==> config.mk <==
export PLATFORM = sky130hd
export DESIGN_NAME = spm_monitor_flat
export DESIGN_NICKNAME = d
export VERILOG_FILES = /design/src/logic/spm_pkg.sv /design/src/logic/spm_link_if.sv /design/src/logic/spm_framer.sv /design/src/logic/spm_monitor.sv /design/src/flat_wrapper.sv
export SDC_FILE = /design/constraint.sdc
export NUM_CORES = 1
export LEC_CHECK = 0
export BUFFER_PORTS_ARGS = -buffer_cell sky130_fd_sc_hd__buf_2
export CAP_MARGIN = 20
export CORE_AREA = 2 2 137 139
export DETAILED_ROUTE_END_ITERATION = 6
export DIE_AREA = 0 0 139 141
export SLEW_MARGIN = 30
export SYNTH_ARGS = -nofsm -noshare
export SYNTH_HDL_FRONTEND = slang
export SYNTH_SLANG_ARGS = --single-unit
==> constraint.sdc <==
create_clock -name core_clk -period 5.9 [get_ports core_clk]
set_clock_uncertainty 0.05 [all_clocks]
set_input_delay 0.885 -clock core_clk [delete_from_list [all_inputs] [get_ports core_clk]]
set_output_delay 0.885 -clock core_clk [all_outputs]
set_load 0.05 [all_outputs]
==> src/logic/spm_pkg.sv <==
//  Purpose : shared constants, types and helpers of the peak monitor
//  Assumes : one clock, samples arrive as one-cycle valid strobes
//  Notes   : register indexes sit at byte address index*4 on the bus
package spm_pkg;

    // ==================================================================
    // widths
    localparam int SAMPLE_W  = 14;
    localparam int PEAK_W    = 13;
    localparam int PERIOD_W  = 24;
    localparam int CTRL_W    = 3;
    localparam int FRAME_W   = 25;
    localparam int SUB_W     = 5;
    localparam int SUB_N     = 5;
    localparam int PAYLOAD_W = SUB_N * (SUB_W - 1);
    localparam int IDX_W     = 12;
    localparam int ADR_W     = IDX_W + 2;

    // ==================================================================
    // register indexes (byte address = index * 4)
    localparam logic [IDX_W-1:0] IDX_CTRL   = 12'h270;
    localparam logic [IDX_W-1:0] IDX_PER_0  = 12'h271;
    localparam logic [IDX_W-1:0] IDX_PER_1  = 12'h272;
    localparam logic [IDX_W-1:0] IDX_PER_2  = 12'h273;
    localparam logic [IDX_W-1:0] IDX_HOLD_L = 12'h274;
    localparam logic [IDX_W-1:0] IDX_HOLD_H = 12'h275;
    localparam logic [IDX_W-1:0] IDX_LINK_A = 12'h279;
    localparam logic [IDX_W-1:0] IDX_LINK_B = 12'h27a;

    // ==================================================================
    // field positions and reset values
    localparam int              PEAK_EN_BIT  = 1;
    localparam logic [1:0]      LINK_A_MASK  = 2'h3;
    localparam int              LINK_B_BIT   = 1;
    localparam int              MON_CTRL_POS = CTRL_W - 1;
    localparam logic [7:0]      RST_REG8     = 8'h00;
    localparam logic [PERIOD_W-1:0] RST_PERIOD = 24'h000000;
    localparam logic [PEAK_W-1:0]   MAG_MAX    = 13'h1fff;
    localparam logic [4:0]          FRAME_CNT  = 5'h19;

    // ==================================================================
    // helpers
    // magnitude of a signed sample, clipped to 13 bits
    function automatic logic [PEAK_W-1:0] spm_mag(
        input logic [SAMPLE_W-1:0] s);
        logic [SAMPLE_W-1:0] a;
        a = s[SAMPLE_W-1] ? SAMPLE_W'(~s + 14'h0001) : s;
        return a[SAMPLE_W-1] ? MAG_MAX : a[PEAK_W-1:0];
    endfunction

    // five subframes, start bit then four payload bits, msb first
    function automatic logic [FRAME_W-1:0] spm_pack(
        input logic [PEAK_W-1:0] peak);
        logic [PAYLOAD_W-1:0] pl;
        logic [FRAME_W-1:0]   f;
        pl = {peak, 7'h00};
        f  = '0;
        for (int k = 0; k < SUB_N; k++) begin
            f[FRAME_W-1-SUB_W*k]        = 1'b1;
            f[FRAME_W-2-SUB_W*k -: 4]   = pl[PAYLOAD_W-1-4*k -: 4];
        end
        return f;
    endfunction

    // all start bits set
    function automatic logic spm_frame_ok(input logic [FRAME_W-1:0] f);
        logic ok;
        ok = 1'b1;
        for (int k = 0; k < SUB_N; k++) begin
            ok = ok & f[FRAME_W-1-SUB_W*k];
        end
        return ok;
    endfunction

    function automatic logic [PEAK_W-1:0] spm_unpack(
        input logic [FRAME_W-1:0] f);
        logic [PAYLOAD_W-1:0] pl;
        pl = '0;
        for (int k = 0; k < SUB_N; k++) begin
            pl[PAYLOAD_W-1-4*k -: 4] = f[FRAME_W-2-SUB_W*k -: 4];
        end
        return pl[PAYLOAD_W-1 -: PEAK_W];
    endfunction

endpackage

==> src/logic/spm_link_if.sv <==
//  Purpose : output sample link between monitor and link receiver
//  Assumes : both ends share core_clk
//  Notes   : one sample per valid cycle, control bits beside it
`timescale 1ns/1ps
interface spm_link_if;
    import spm_pkg::*;

    // ==================================================================
    // link signals
    logic                link_valid;
    logic [SAMPLE_W-1:0] link_sample;
    logic [CTRL_W-1:0]   link_ctrl;

    modport dev (output link_valid, output link_sample, output link_ctrl);
    modport rx  (input  link_valid, input  link_sample, input  link_ctrl);
endinterface

==> src/logic/spm_framer.sv <==
//  Purpose : serialises one peak value into the side channel bit
//  Assumes : step pulses once per link sample
//  Notes   : a load while a frame is still going out is dropped
`timescale 1ns/1ps
module spm_framer (
    input  wire logic                        core_clk,
    input  wire logic                        rst,
    input  wire logic                        load,
    input  wire logic [spm_pkg::PEAK_W-1:0]  peak,
    input  wire logic                        step,
    output logic                             tx_bit,
    output logic                             busy
);
    import spm_pkg::*;

    typedef struct packed {
        logic [FRAME_W-1:0] shift;
        logic [4:0]         left;
    } spm_frm_s;

    spm_frm_s st_reg;
    spm_frm_s st_next;

    // ==================================================================
    // outputs: idle line stays low so a start bit is unambiguous
    assign busy   = (st_reg.left != 5'h00);
    assign tx_bit = busy & st_reg.shift[FRAME_W-1];

    // ==================================================================
    // shift one bit per sample, load only when idle
    always_comb begin
        st_next = st_reg;
        if (step && busy) begin
            st_next.shift = {st_reg.shift[FRAME_W-2:0], 1'b0};
            st_next.left  = st_reg.left - 5'h01;
        end else if (load && !busy) begin
            st_next.shift = spm_pack(peak);
            st_next.left  = FRAME_CNT;
        end
    end

    // state register
    always_ff @(posedge core_clk or posedge rst) begin
        if (rst) begin
            st_reg <= '0;
        end else begin
            st_reg <= st_next;
        end
    end
endmodule

==> src/logic/spm_monitor.sv <==
//  Purpose : peak magnitude monitor with bus registers and side channel
//  Assumes : in_valid marks one decimated sample per pulse
//  Notes   : registers are 8 bits wide in the low byte of a bus word
//
// Behaviour
// - track magnitude only, sign ignored
// - peak is 13-bit unsigned
// - one 24-bit period in samples
// - control bit 1 enables peak detection
// - software writes period before enabling
// - enable loads timer, decrement per sample
// - keep larger of sample and running peak
// - seed running peak with current sample
// - at count one copy peak to holding
// - reload timer and reseed each period
// - side channel needs both link enables
// - three control bits, monitor uses one
// - control bits filled from msb downward
// - 25-bit frame, five 5-bit subframes, msb first
// - each subframe opens with start bit
// - receiver reassembles frame from control bits
// - software configures link routing registers
// - dBFS is 20log(peak / 2^13)
`timescale 1ns/1ps
module spm_monitor (
    input  wire logic                          core_clk,
    input  wire logic                          rst,
    // classic wishbone slave
    input  wire logic                          wb_cyc,
    input  wire logic                          wb_stb,
    input  wire logic                          wb_we,
    input  wire logic [spm_pkg::ADR_W-1:0]     wb_adr,
    input  wire logic [3:0]                    wb_sel,
    input  wire logic [31:0]                   wb_dat_w,
    output logic      [31:0]                   wb_dat_r,
    output logic                               wb_ack,
    // sample stream
    input  wire logic                          in_valid,
    input  wire logic [spm_pkg::SAMPLE_W-1:0]  in_sample,
    // link toward receiver
    spm_link_if.dev                            link
);
    import spm_pkg::*;

    typedef struct packed {
        logic [7:0]          ctrl;
        logic [7:0]          link_a;
        logic [7:0]          link_b;
        logic [PERIOD_W-1:0] period;
        logic [PEAK_W-1:0]   hold;
        logic [PERIOD_W-1:0] timer;
        logic [PEAK_W-1:0]   run;
        logic                seed;
        logic                en_d;
        logic                new_peak;
        logic                ack;
        logic [31:0]         rdata;
        logic                lvalid;
        logic [SAMPLE_W-1:0] lsample;
        logic [CTRL_W-1:0]   lctrl;
    } spm_mon_s;

    spm_mon_s st_reg;
    spm_mon_s st_next;

    logic [IDX_W-1:0]  idx;
    logic              wr;
    logic              rd;
    logic              pk_en;
    logic              side_en;
    logic [PEAK_W-1:0] mag;
    logic [PEAK_W-1:0] cand;
    logic              frm_bit;

    // ==================================================================
    // bus decode: answer one cycle after the strobe, then drop
    assign idx     = wb_adr[ADR_W-1:2];
    assign rd      = wb_cyc & wb_stb & ~st_reg.ack;
    assign wr      = rd & wb_we & wb_sel[0];
    assign pk_en   = st_reg.ctrl[PEAK_EN_BIT];
    assign side_en = (st_reg.link_a[1:0] == LINK_A_MASK)
                   & st_reg.link_b[LINK_B_BIT];
    assign mag     = spm_mag(in_sample);
    // seed on a new measurement, else keep the larger
    assign cand    = st_reg.seed ? mag
                   : ((mag > st_reg.run) ? mag : st_reg.run);

    assign wb_ack      = st_reg.ack;
    assign wb_dat_r    = st_reg.rdata;
    assign link.link_valid  = st_reg.lvalid;
    assign link.link_sample = st_reg.lsample;
    assign link.link_ctrl   = st_reg.lctrl;

    // ==================================================================
    // side channel serialiser
    spm_framer u_framer (
        .core_clk (core_clk),
        .rst      (rst),
        .load     (st_reg.new_peak & side_en),
        .peak     (st_reg.hold),
        .step     (in_valid),
        .tx_bit   (frm_bit),
        .busy     ()
    );

    // ==================================================================
    // next state
    always_comb begin
        st_next          = st_reg;
        st_next.ack      = rd;
        st_next.new_peak = 1'b0;
        st_next.en_d     = pk_en;

        // register writes, low byte lane only
        if (wr) begin
            unique case (idx)
                IDX_CTRL:   st_next.ctrl   = wb_dat_w[7:0];
                IDX_LINK_A: st_next.link_a = wb_dat_w[7:0];
                IDX_LINK_B: st_next.link_b = wb_dat_w[7:0];
                IDX_PER_0:  st_next.period[7:0]   = wb_dat_w[7:0];
                IDX_PER_1:  st_next.period[15:8]  = wb_dat_w[7:0];
                IDX_PER_2:  st_next.period[23:16] = wb_dat_w[7:0];
                default:    ;
            endcase
        end

        // register reads, unmapped reads as zero
        if (rd) begin
            unique case (idx)
                IDX_CTRL:   st_next.rdata = {24'h000000, st_reg.ctrl};
                IDX_LINK_A: st_next.rdata = {24'h000000, st_reg.link_a};
                IDX_LINK_B: st_next.rdata = {24'h000000, st_reg.link_b};
                IDX_PER_0:  st_next.rdata = {24'h000000, st_reg.period[7:0]};
                IDX_PER_1:  st_next.rdata = {24'h000000, st_reg.period[15:8]};
                IDX_PER_2:  st_next.rdata = {24'h000000,
                                             st_reg.period[23:16]};
                IDX_HOLD_L: st_next.rdata = {24'h000000, st_reg.hold[7:0]};
                IDX_HOLD_H: st_next.rdata = {27'h0000000,
                                             st_reg.hold[12:8]};
                default:    st_next.rdata = 32'h00000000;
            endcase
        end

        // measurement engine
        if (!pk_en) begin
            st_next.timer = '0;
            st_next.seed  = 1'b1;
        end else if (!st_reg.en_d) begin
            // period is taken as written before the enable
            st_next.timer = st_reg.period;
            st_next.seed  = 1'b1;
        end else if (in_valid) begin
            if (st_reg.timer <= 24'h000001) begin
                st_next.hold     = cand;
                st_next.new_peak = 1'b1;
                st_next.timer    = st_reg.period;
                st_next.seed     = 1'b1;
            end else begin
                st_next.run   = cand;
                st_next.seed  = 1'b0;
                st_next.timer = st_reg.timer - 24'h000001;
            end
        end

        // link output: monitor bit rides the top control position
        st_next.lvalid  = in_valid;
        st_next.lsample = in_sample;
        st_next.lctrl   = '0;
        // gated by the sample so an idle link cycle never shows a stray bit
        st_next.lctrl[MON_CTRL_POS] = side_en & frm_bit
                                    & in_valid;
    end

    // ==================================================================
    // state register
    always_ff @(posedge core_clk or posedge rst) begin
        if (rst) begin
            st_reg        <= '0;
            st_reg.ctrl   <= RST_REG8;
            st_reg.period <= RST_PERIOD;
            st_reg.seed   <= 1'b1;
        end else begin
            st_reg <= st_next;
        end
    end
endmodule

==> src/flat_wrapper.sv <==
// flat-port wrapper written by rule: the top's interface ports become plain ports
module spm_monitor_flat import spm_pkg::*;
  (core_clk, rst, wb_cyc, wb_stb, wb_we, wb_adr, wb_sel, wb_dat_w, wb_dat_r, wb_ack, in_valid, in_sample, link_link_valid, link_link_sample, link_link_ctrl);
  spm_link_if link_i ();
  input  wire logic core_clk;
  input  wire logic rst;
  input  wire logic wb_cyc;
  input  wire logic wb_stb;
  input  wire logic wb_we;
  input  wire logic [spm_pkg::ADR_W-1:0] wb_adr;
  input  wire logic [3:0] wb_sel;
  input  wire logic [31:0] wb_dat_w;
  output logic      [31:0] wb_dat_r;
  output logic wb_ack;
  input  wire logic in_valid;
  input  wire logic [spm_pkg::SAMPLE_W-1:0] in_sample;
  output wire logic [$bits(link_i.link_valid)-1:0] link_link_valid;
  output wire logic [$bits(link_i.link_sample)-1:0] link_link_sample;
  output wire logic [$bits(link_i.link_ctrl)-1:0] link_link_ctrl;
  assign link_link_valid = link_i.link_valid;
  assign link_link_sample = link_i.link_sample;
  assign link_link_ctrl = link_i.link_ctrl;
  spm_monitor u_core (.core_clk(core_clk), .rst(rst), .wb_cyc(wb_cyc), .wb_stb(wb_stb), .wb_we(wb_we), .wb_adr(wb_adr), .wb_sel(wb_sel), .wb_dat_w(wb_dat_w), .wb_dat_r(wb_dat_r), .wb_ack(wb_ack), .in_valid(in_valid), .in_sample(in_sample), .link(link_i));
endmodule
After elaboration in Yosys (flattened, before gate mapping)
Cells that the tools add are included.
Word-level totals
  output and inout bits: 51
  memories kept: 0
  memory bits (read-only): 0
  RAM bits: 0
  logic and storage cells: 77
  bits in registers: 180
  bits in latches: 0
  input port bits: 70
Operators by class
  div/mod/pow operators: 0
  shift operators: 0
  eq/ne operators: 10
  bitwise gates (word level): 12
  add/subtract/negate cells: 3
  muxes and demuxes: 18
  reductions and logical operators: 13
  magnitude comparators: 2
  multiply operators: 0
Operators with widths (count)
  == test 12 x 10 -> 1 bit, second input constant: 8
  two-way mux 24 bit: 3
  case mux 8 bit (8 select lines): 1
  two-way mux 30 bit: 2
  two-way mux 13 bit: 4
  two-way mux 38 bit: 1
  <= comparator 24 x 1 -> 1 bit, second input constant: 1
  subtractor 24 x 1 -> 24 bit, second input constant: 1
  adder 14 x 1 -> 14 bit, second input constant: 1
  two-way mux 14 bit: 1
  NOT 14 bit: 1
  > comparator 13 bit: 1
  AND reduction 2 bit: 6
  bitwise AND 1 bit: 9
  AND reduction 4 bit: 2
  two-way mux 1 bit: 6
  nonzero test 5 bit: 1
  subtractor 5 x 1 -> 5 bit, second input constant: 1
  != test 3 bit, second input constant: 1
  == test 2 bit, second input constant: 1
  logical AND 1 bit: 2
  NOT 1 bit: 2
  nonzero test 2 bit: 1
  zero test 1 bit: 1

Depth between registers and ports, before layout
  word-level depth: 11
  mapped depth: 14

Cells and area by module
From an unflattened synthesis, not the netlist that was laid out.
Unflattened totals
  cells, all modules: 796
  area total of the unflattened synthesis: 8305.5 um^2
By module, submodules not included
  spm_monitor: cells an instance 688, area an instance 6949.2 um^2, times used 1
  spm_framer: cells an instance 108, area an instance 1356.3 um^2, times used 1

Worst setup path after synthesis
Ideal clock, no wire load.
  path kind: input port to flip-flop
  from: in in_sample[5] in the netlist's numbering
  to: reg u_core.st_reg[100] in the netlist's numbering
  cell stages on the path: 12
  required time: 5.727 ns
  arrival time: 3.970 ns
  path slack: 1.757 ns
  cell sequence: nor4_1 nand2_1 o31ai_1 mux2i_1 ha_1 nand2_1 o21a_1 o221a_2 a21oi_1 clkbuf_1 mux2i_1 a21oi_1
On the way
  word-level cells in the longest chain between the ends: 7
Ends and longest elaborated chain
  start, declared: RTL line flat_wrapper.sv:16  | input wire logic [spm_pkg::SAMPLE_W-1:0] in_sample;
  NOT 14 bit: RTL line spm_pkg.sv:47  | a = s[SAMPLE_W-1] ? SAMPLE_W'(~s + 14'h0001) : s;
  adder 14 x 1 -> 14 bit: RTL line spm_pkg.sv:47
  two-way mux 14 bit *: RTL line spm_pkg.sv:47
  two-way mux 13 bit *: RTL line spm_pkg.sv:48  | return a[SAMPLE_W-1] ? MAG_MAX : a[PEAK_W-1:0];
  > comparator 13 bit: RTL line spm_monitor.sv:86  | : ((mag > st_reg.run) ? mag : st_reg.run);
  two-way mux 13 bit: RTL line spm_monitor.sv:86
  two-way mux 13 bit *: RTL line spm_monitor.sv:85  | assign cand = st_reg.seed ? mag
  end signal, assigned: RTL line spm_monitor.sv:183  | st_reg <= st_next;
  end, declared: RTL line spm_monitor.sv:63  | spm_mon_s st_reg;
Mark *: on every way between the ends. The rest lies on a longest branch, timed or not.
A chain may end at the register's enable or synchronous reset.

Final worst setup path
  from: in in_sample[3] in the netlist's numbering
  to: reg u_core.st_reg[58] in the netlist's numbering
The elaborated chain is that of the path after synthesis.

==> flow_summary_export.csv <==
group,metric,value,unit
synth,yosysMostFrequentCell,"dfrtp_1",
finish,final_core_util,48.4,%
place,place_congestion,0.865,
cts,numCtsBuffers,17,
drt,viasPerCell,5.72,
power,cellPowerDensity,285,nW/µm²
cts,clk_path_buf_depth,2,
floorplan,num_rows,50,
synth,syn_area_per_cell,10.0,µm²
timing,worst_slack,1730,ps
power,leakage,0.00421,µW
timing,drv_slew,0,
synth,ys_seq_area_share,47.4,%
place,place_ws,1380,ps
hold_path,worstHoldPathType,"reg2reg",
cts,post_cts_buffers,0,
synth,synth_edf_count,0,
setup_path,crit_chain,"buf_2 -> nor4_1 -> nand2_1 -> o31ai_1 -> mux2i_1 -> ha_1 -> a21oi_1 -> o21a_1 -> o221a_2 -> a21oi_1 -> nand2_1 -> mux2_2",
cts,cts.sinks,152,
finish,largest_reg_flops,100,
grt,grt_start_max_net_pins,113,
flow_run,max_cap_viol_count,0,
drt,drc,0,
drt,antenna_left,0,
synth,async_reset_ff_share,100,%
drt,dr.pass1.iters,7,
cts,clock_latency,420,ps
timing,finalHoldViolations,0,
setup_path,cp_max_fo,12,
power,irDropWorstVdd,200,µV
floorplan,die_x,139,µm
synth,synthCells,802,
synth,synth_area,8020,µm²
floorplan,pin_count,121,
floorplan,chipHeight,141,µm
timing,timing.fmax,0.240,GHz
setup_path,crit_type,"in2reg",
timing,relSlewSlack,39.1,%
floorplan,design.core.area,18300,µm²
grt,grt-ovfl-total,0,
finish,drive_above_1_share,21.2,%
finish,syn_to_final_growth,10.3,%
timing,finalSetupViolations,0,
setup_path,cp_slowest_cell,"nor4_1",
timing,rsz0062_at_grt,"no",
synth,synthTopCellsByArea,"dfrtp_1, mux2_2, buf_4, nand2_1, nor2_1",
grt,grt_pass1_vias,5931,
drt,vias,6176,
grt,grt_first_pass_wirelength,32.0,mm
cts,clk_pin_slew,60,ps
timing,worst_slew_pin_slew,912,ps
synth,ys_types,72,
setup_path,cp-start-kind,"input pin",
timing,period_share,70.7,%
setup_path,required,6150,ps
finish,antennaDiodeCount,0,
place,io_buffers,65,
cts,cts_hold_buf,0,
synth,ys_warn_count,0,
synth,yosys.area.top_type_share,47.1,%
drt,drtIter0Drc,594,
drt,wl_per_cell,18.1,µm
drt,routed_wl,19.5,mm
cts,cts_resized,0,
setup_path,cp-end-kind,"flop",
finish,fin_nets,921,
timing,setup_tns,0,ps
grt,antenna_found_initial,0,
status,status,"finished, final reports clean",
setup_path,max_stage_delay,760,ps
synth,synth-seq-cells,152,
grt,track_usage,20.7,%
floorplan,initial_utilization,43.9,%
cts,cts_tree,"done",
setup_path,worst_ep_arrival_time,4430,ps
synth,netlist_top_cells_count,"dfrtp_1, nand2_1, nor2_1, mux2_2, buf_4",
cts,cts_root_buf,"clkbuf_16",
place,dp_hpwl,13.7,mm
synth,synthFlopType,"dfrtp_1",
timing,final.min_clock_period,4170,ps
cts,h-tree-depth,4,
synth,synth_top_area_cell,"dfrtp_1",
floorplan,design.die.area,19600,µm²
-- power breakdown --
group | total [µW] | leakage (µW) | internal, µW | switching, µW
logic | 290 | 0.00191 | 90.6 | 200
registers | 1160 | 0.00203 | 1120 | 44.1
clock network | 1070 | 0.000278 | 643 | 432
-- final timing paths --
kind / slack (ps) / depth (start not counted) / to / from
setup / recovery: 1730 / 12 / u_core.st_reg[58] / in_sample[3]
hold / removal: 420 / 2 / u_core.u_framer.st_reg[11] / u_core.u_framer.st_reg[10]
setup reg to reg: 2190 / 6 / u_core.st_reg[58] / u_core.st_reg[77]
hold reg to reg: 420 / 2 / u_core.u_framer.st_reg[11] / u_core.u_framer.st_reg[10]
max in group asynchronous: 4170 / 3 / u_core.wb_dat_r[0] / rst
min in group asynchronous: 510 / 2 / u_core.link.link_sample[13] / rst
-- logic make-up after synthesis --
| kind of cell | Yosys count | share of synthesized area [%] |
|---|---|---|
| DFF | 152 | 47.4 |
| other | 1 | 0.0468 |
| adders and majority gates | 17 | 2.65 |
| xor gates and xnor gates | 6 | 0.655 |
| buffers and inverters | 111 | 7.78 |
| and+or+nand+nor | 265 | 16.1 |
| AOI/OAI and AO/OA | 173 | 14.7 |
| muxes | 77 | 10.6 |
-- cells in the final DEF, fill, tap and decap left out, drive strengths merged, types with 6 or more instances in the layout --
cell	count
a21oi	28
a221o	8
a22o	8
a22oi	12
a31oi	10
and3	10
buf	71
clkbuf	20
clkinv	6
conb	26
dfrtp	151
ha	17
inv	28
mux2	63
mux2i	14
nand2	92
nand3	23
nand4	7
nor2	65
nor3	20
nor3b	6
o21ai	44
o22ai	9
o31ai	7
or3	7
or4	6
-- per-layer routing --
layer  GRT usage (%)  up-vias  part of all wire, %
met1            28.8     3075                   46
met2            32.3      179                   47
met5               0        -                    0
met3            4.89       25                  5.7
li1                -     2897                    -
met4            6.01        0                  1.7
-- through the flow --
step	hold slack, ps	cells	power [µW]	area, µm²
after global placement	400	1049	1470	8260
after global routing	434	1080	2650	8850
after detailed placement	405	1049	1470	8270
after CTS	422	1080	2550	8850
final	415	1080	2530	8850
after floorplan	322	827	1410	8110
-- worst max-delay path, delay by kind of cell --
kind | cells | cell delay (ps)
buffers and inverters | 1 | 130
muxes | 2 | 750
AOI/OAI and AO/OA | 5 | 840
adders and majority gates | 1 | 320
and+or+nand+nor | 3 | 1490
-- final cells by class --
class,instances,area [µm²]
Fill cell,1721,9420
Clock buffer,20,457
Clock inverter,11,124
Multi-Input combinational cell,564,3690
Inverter,28,113
Sequential cell,152,3800
Timing Repair Buffer,71,370
Tap cell,234,293
Power figures use the tool's default switching activity.
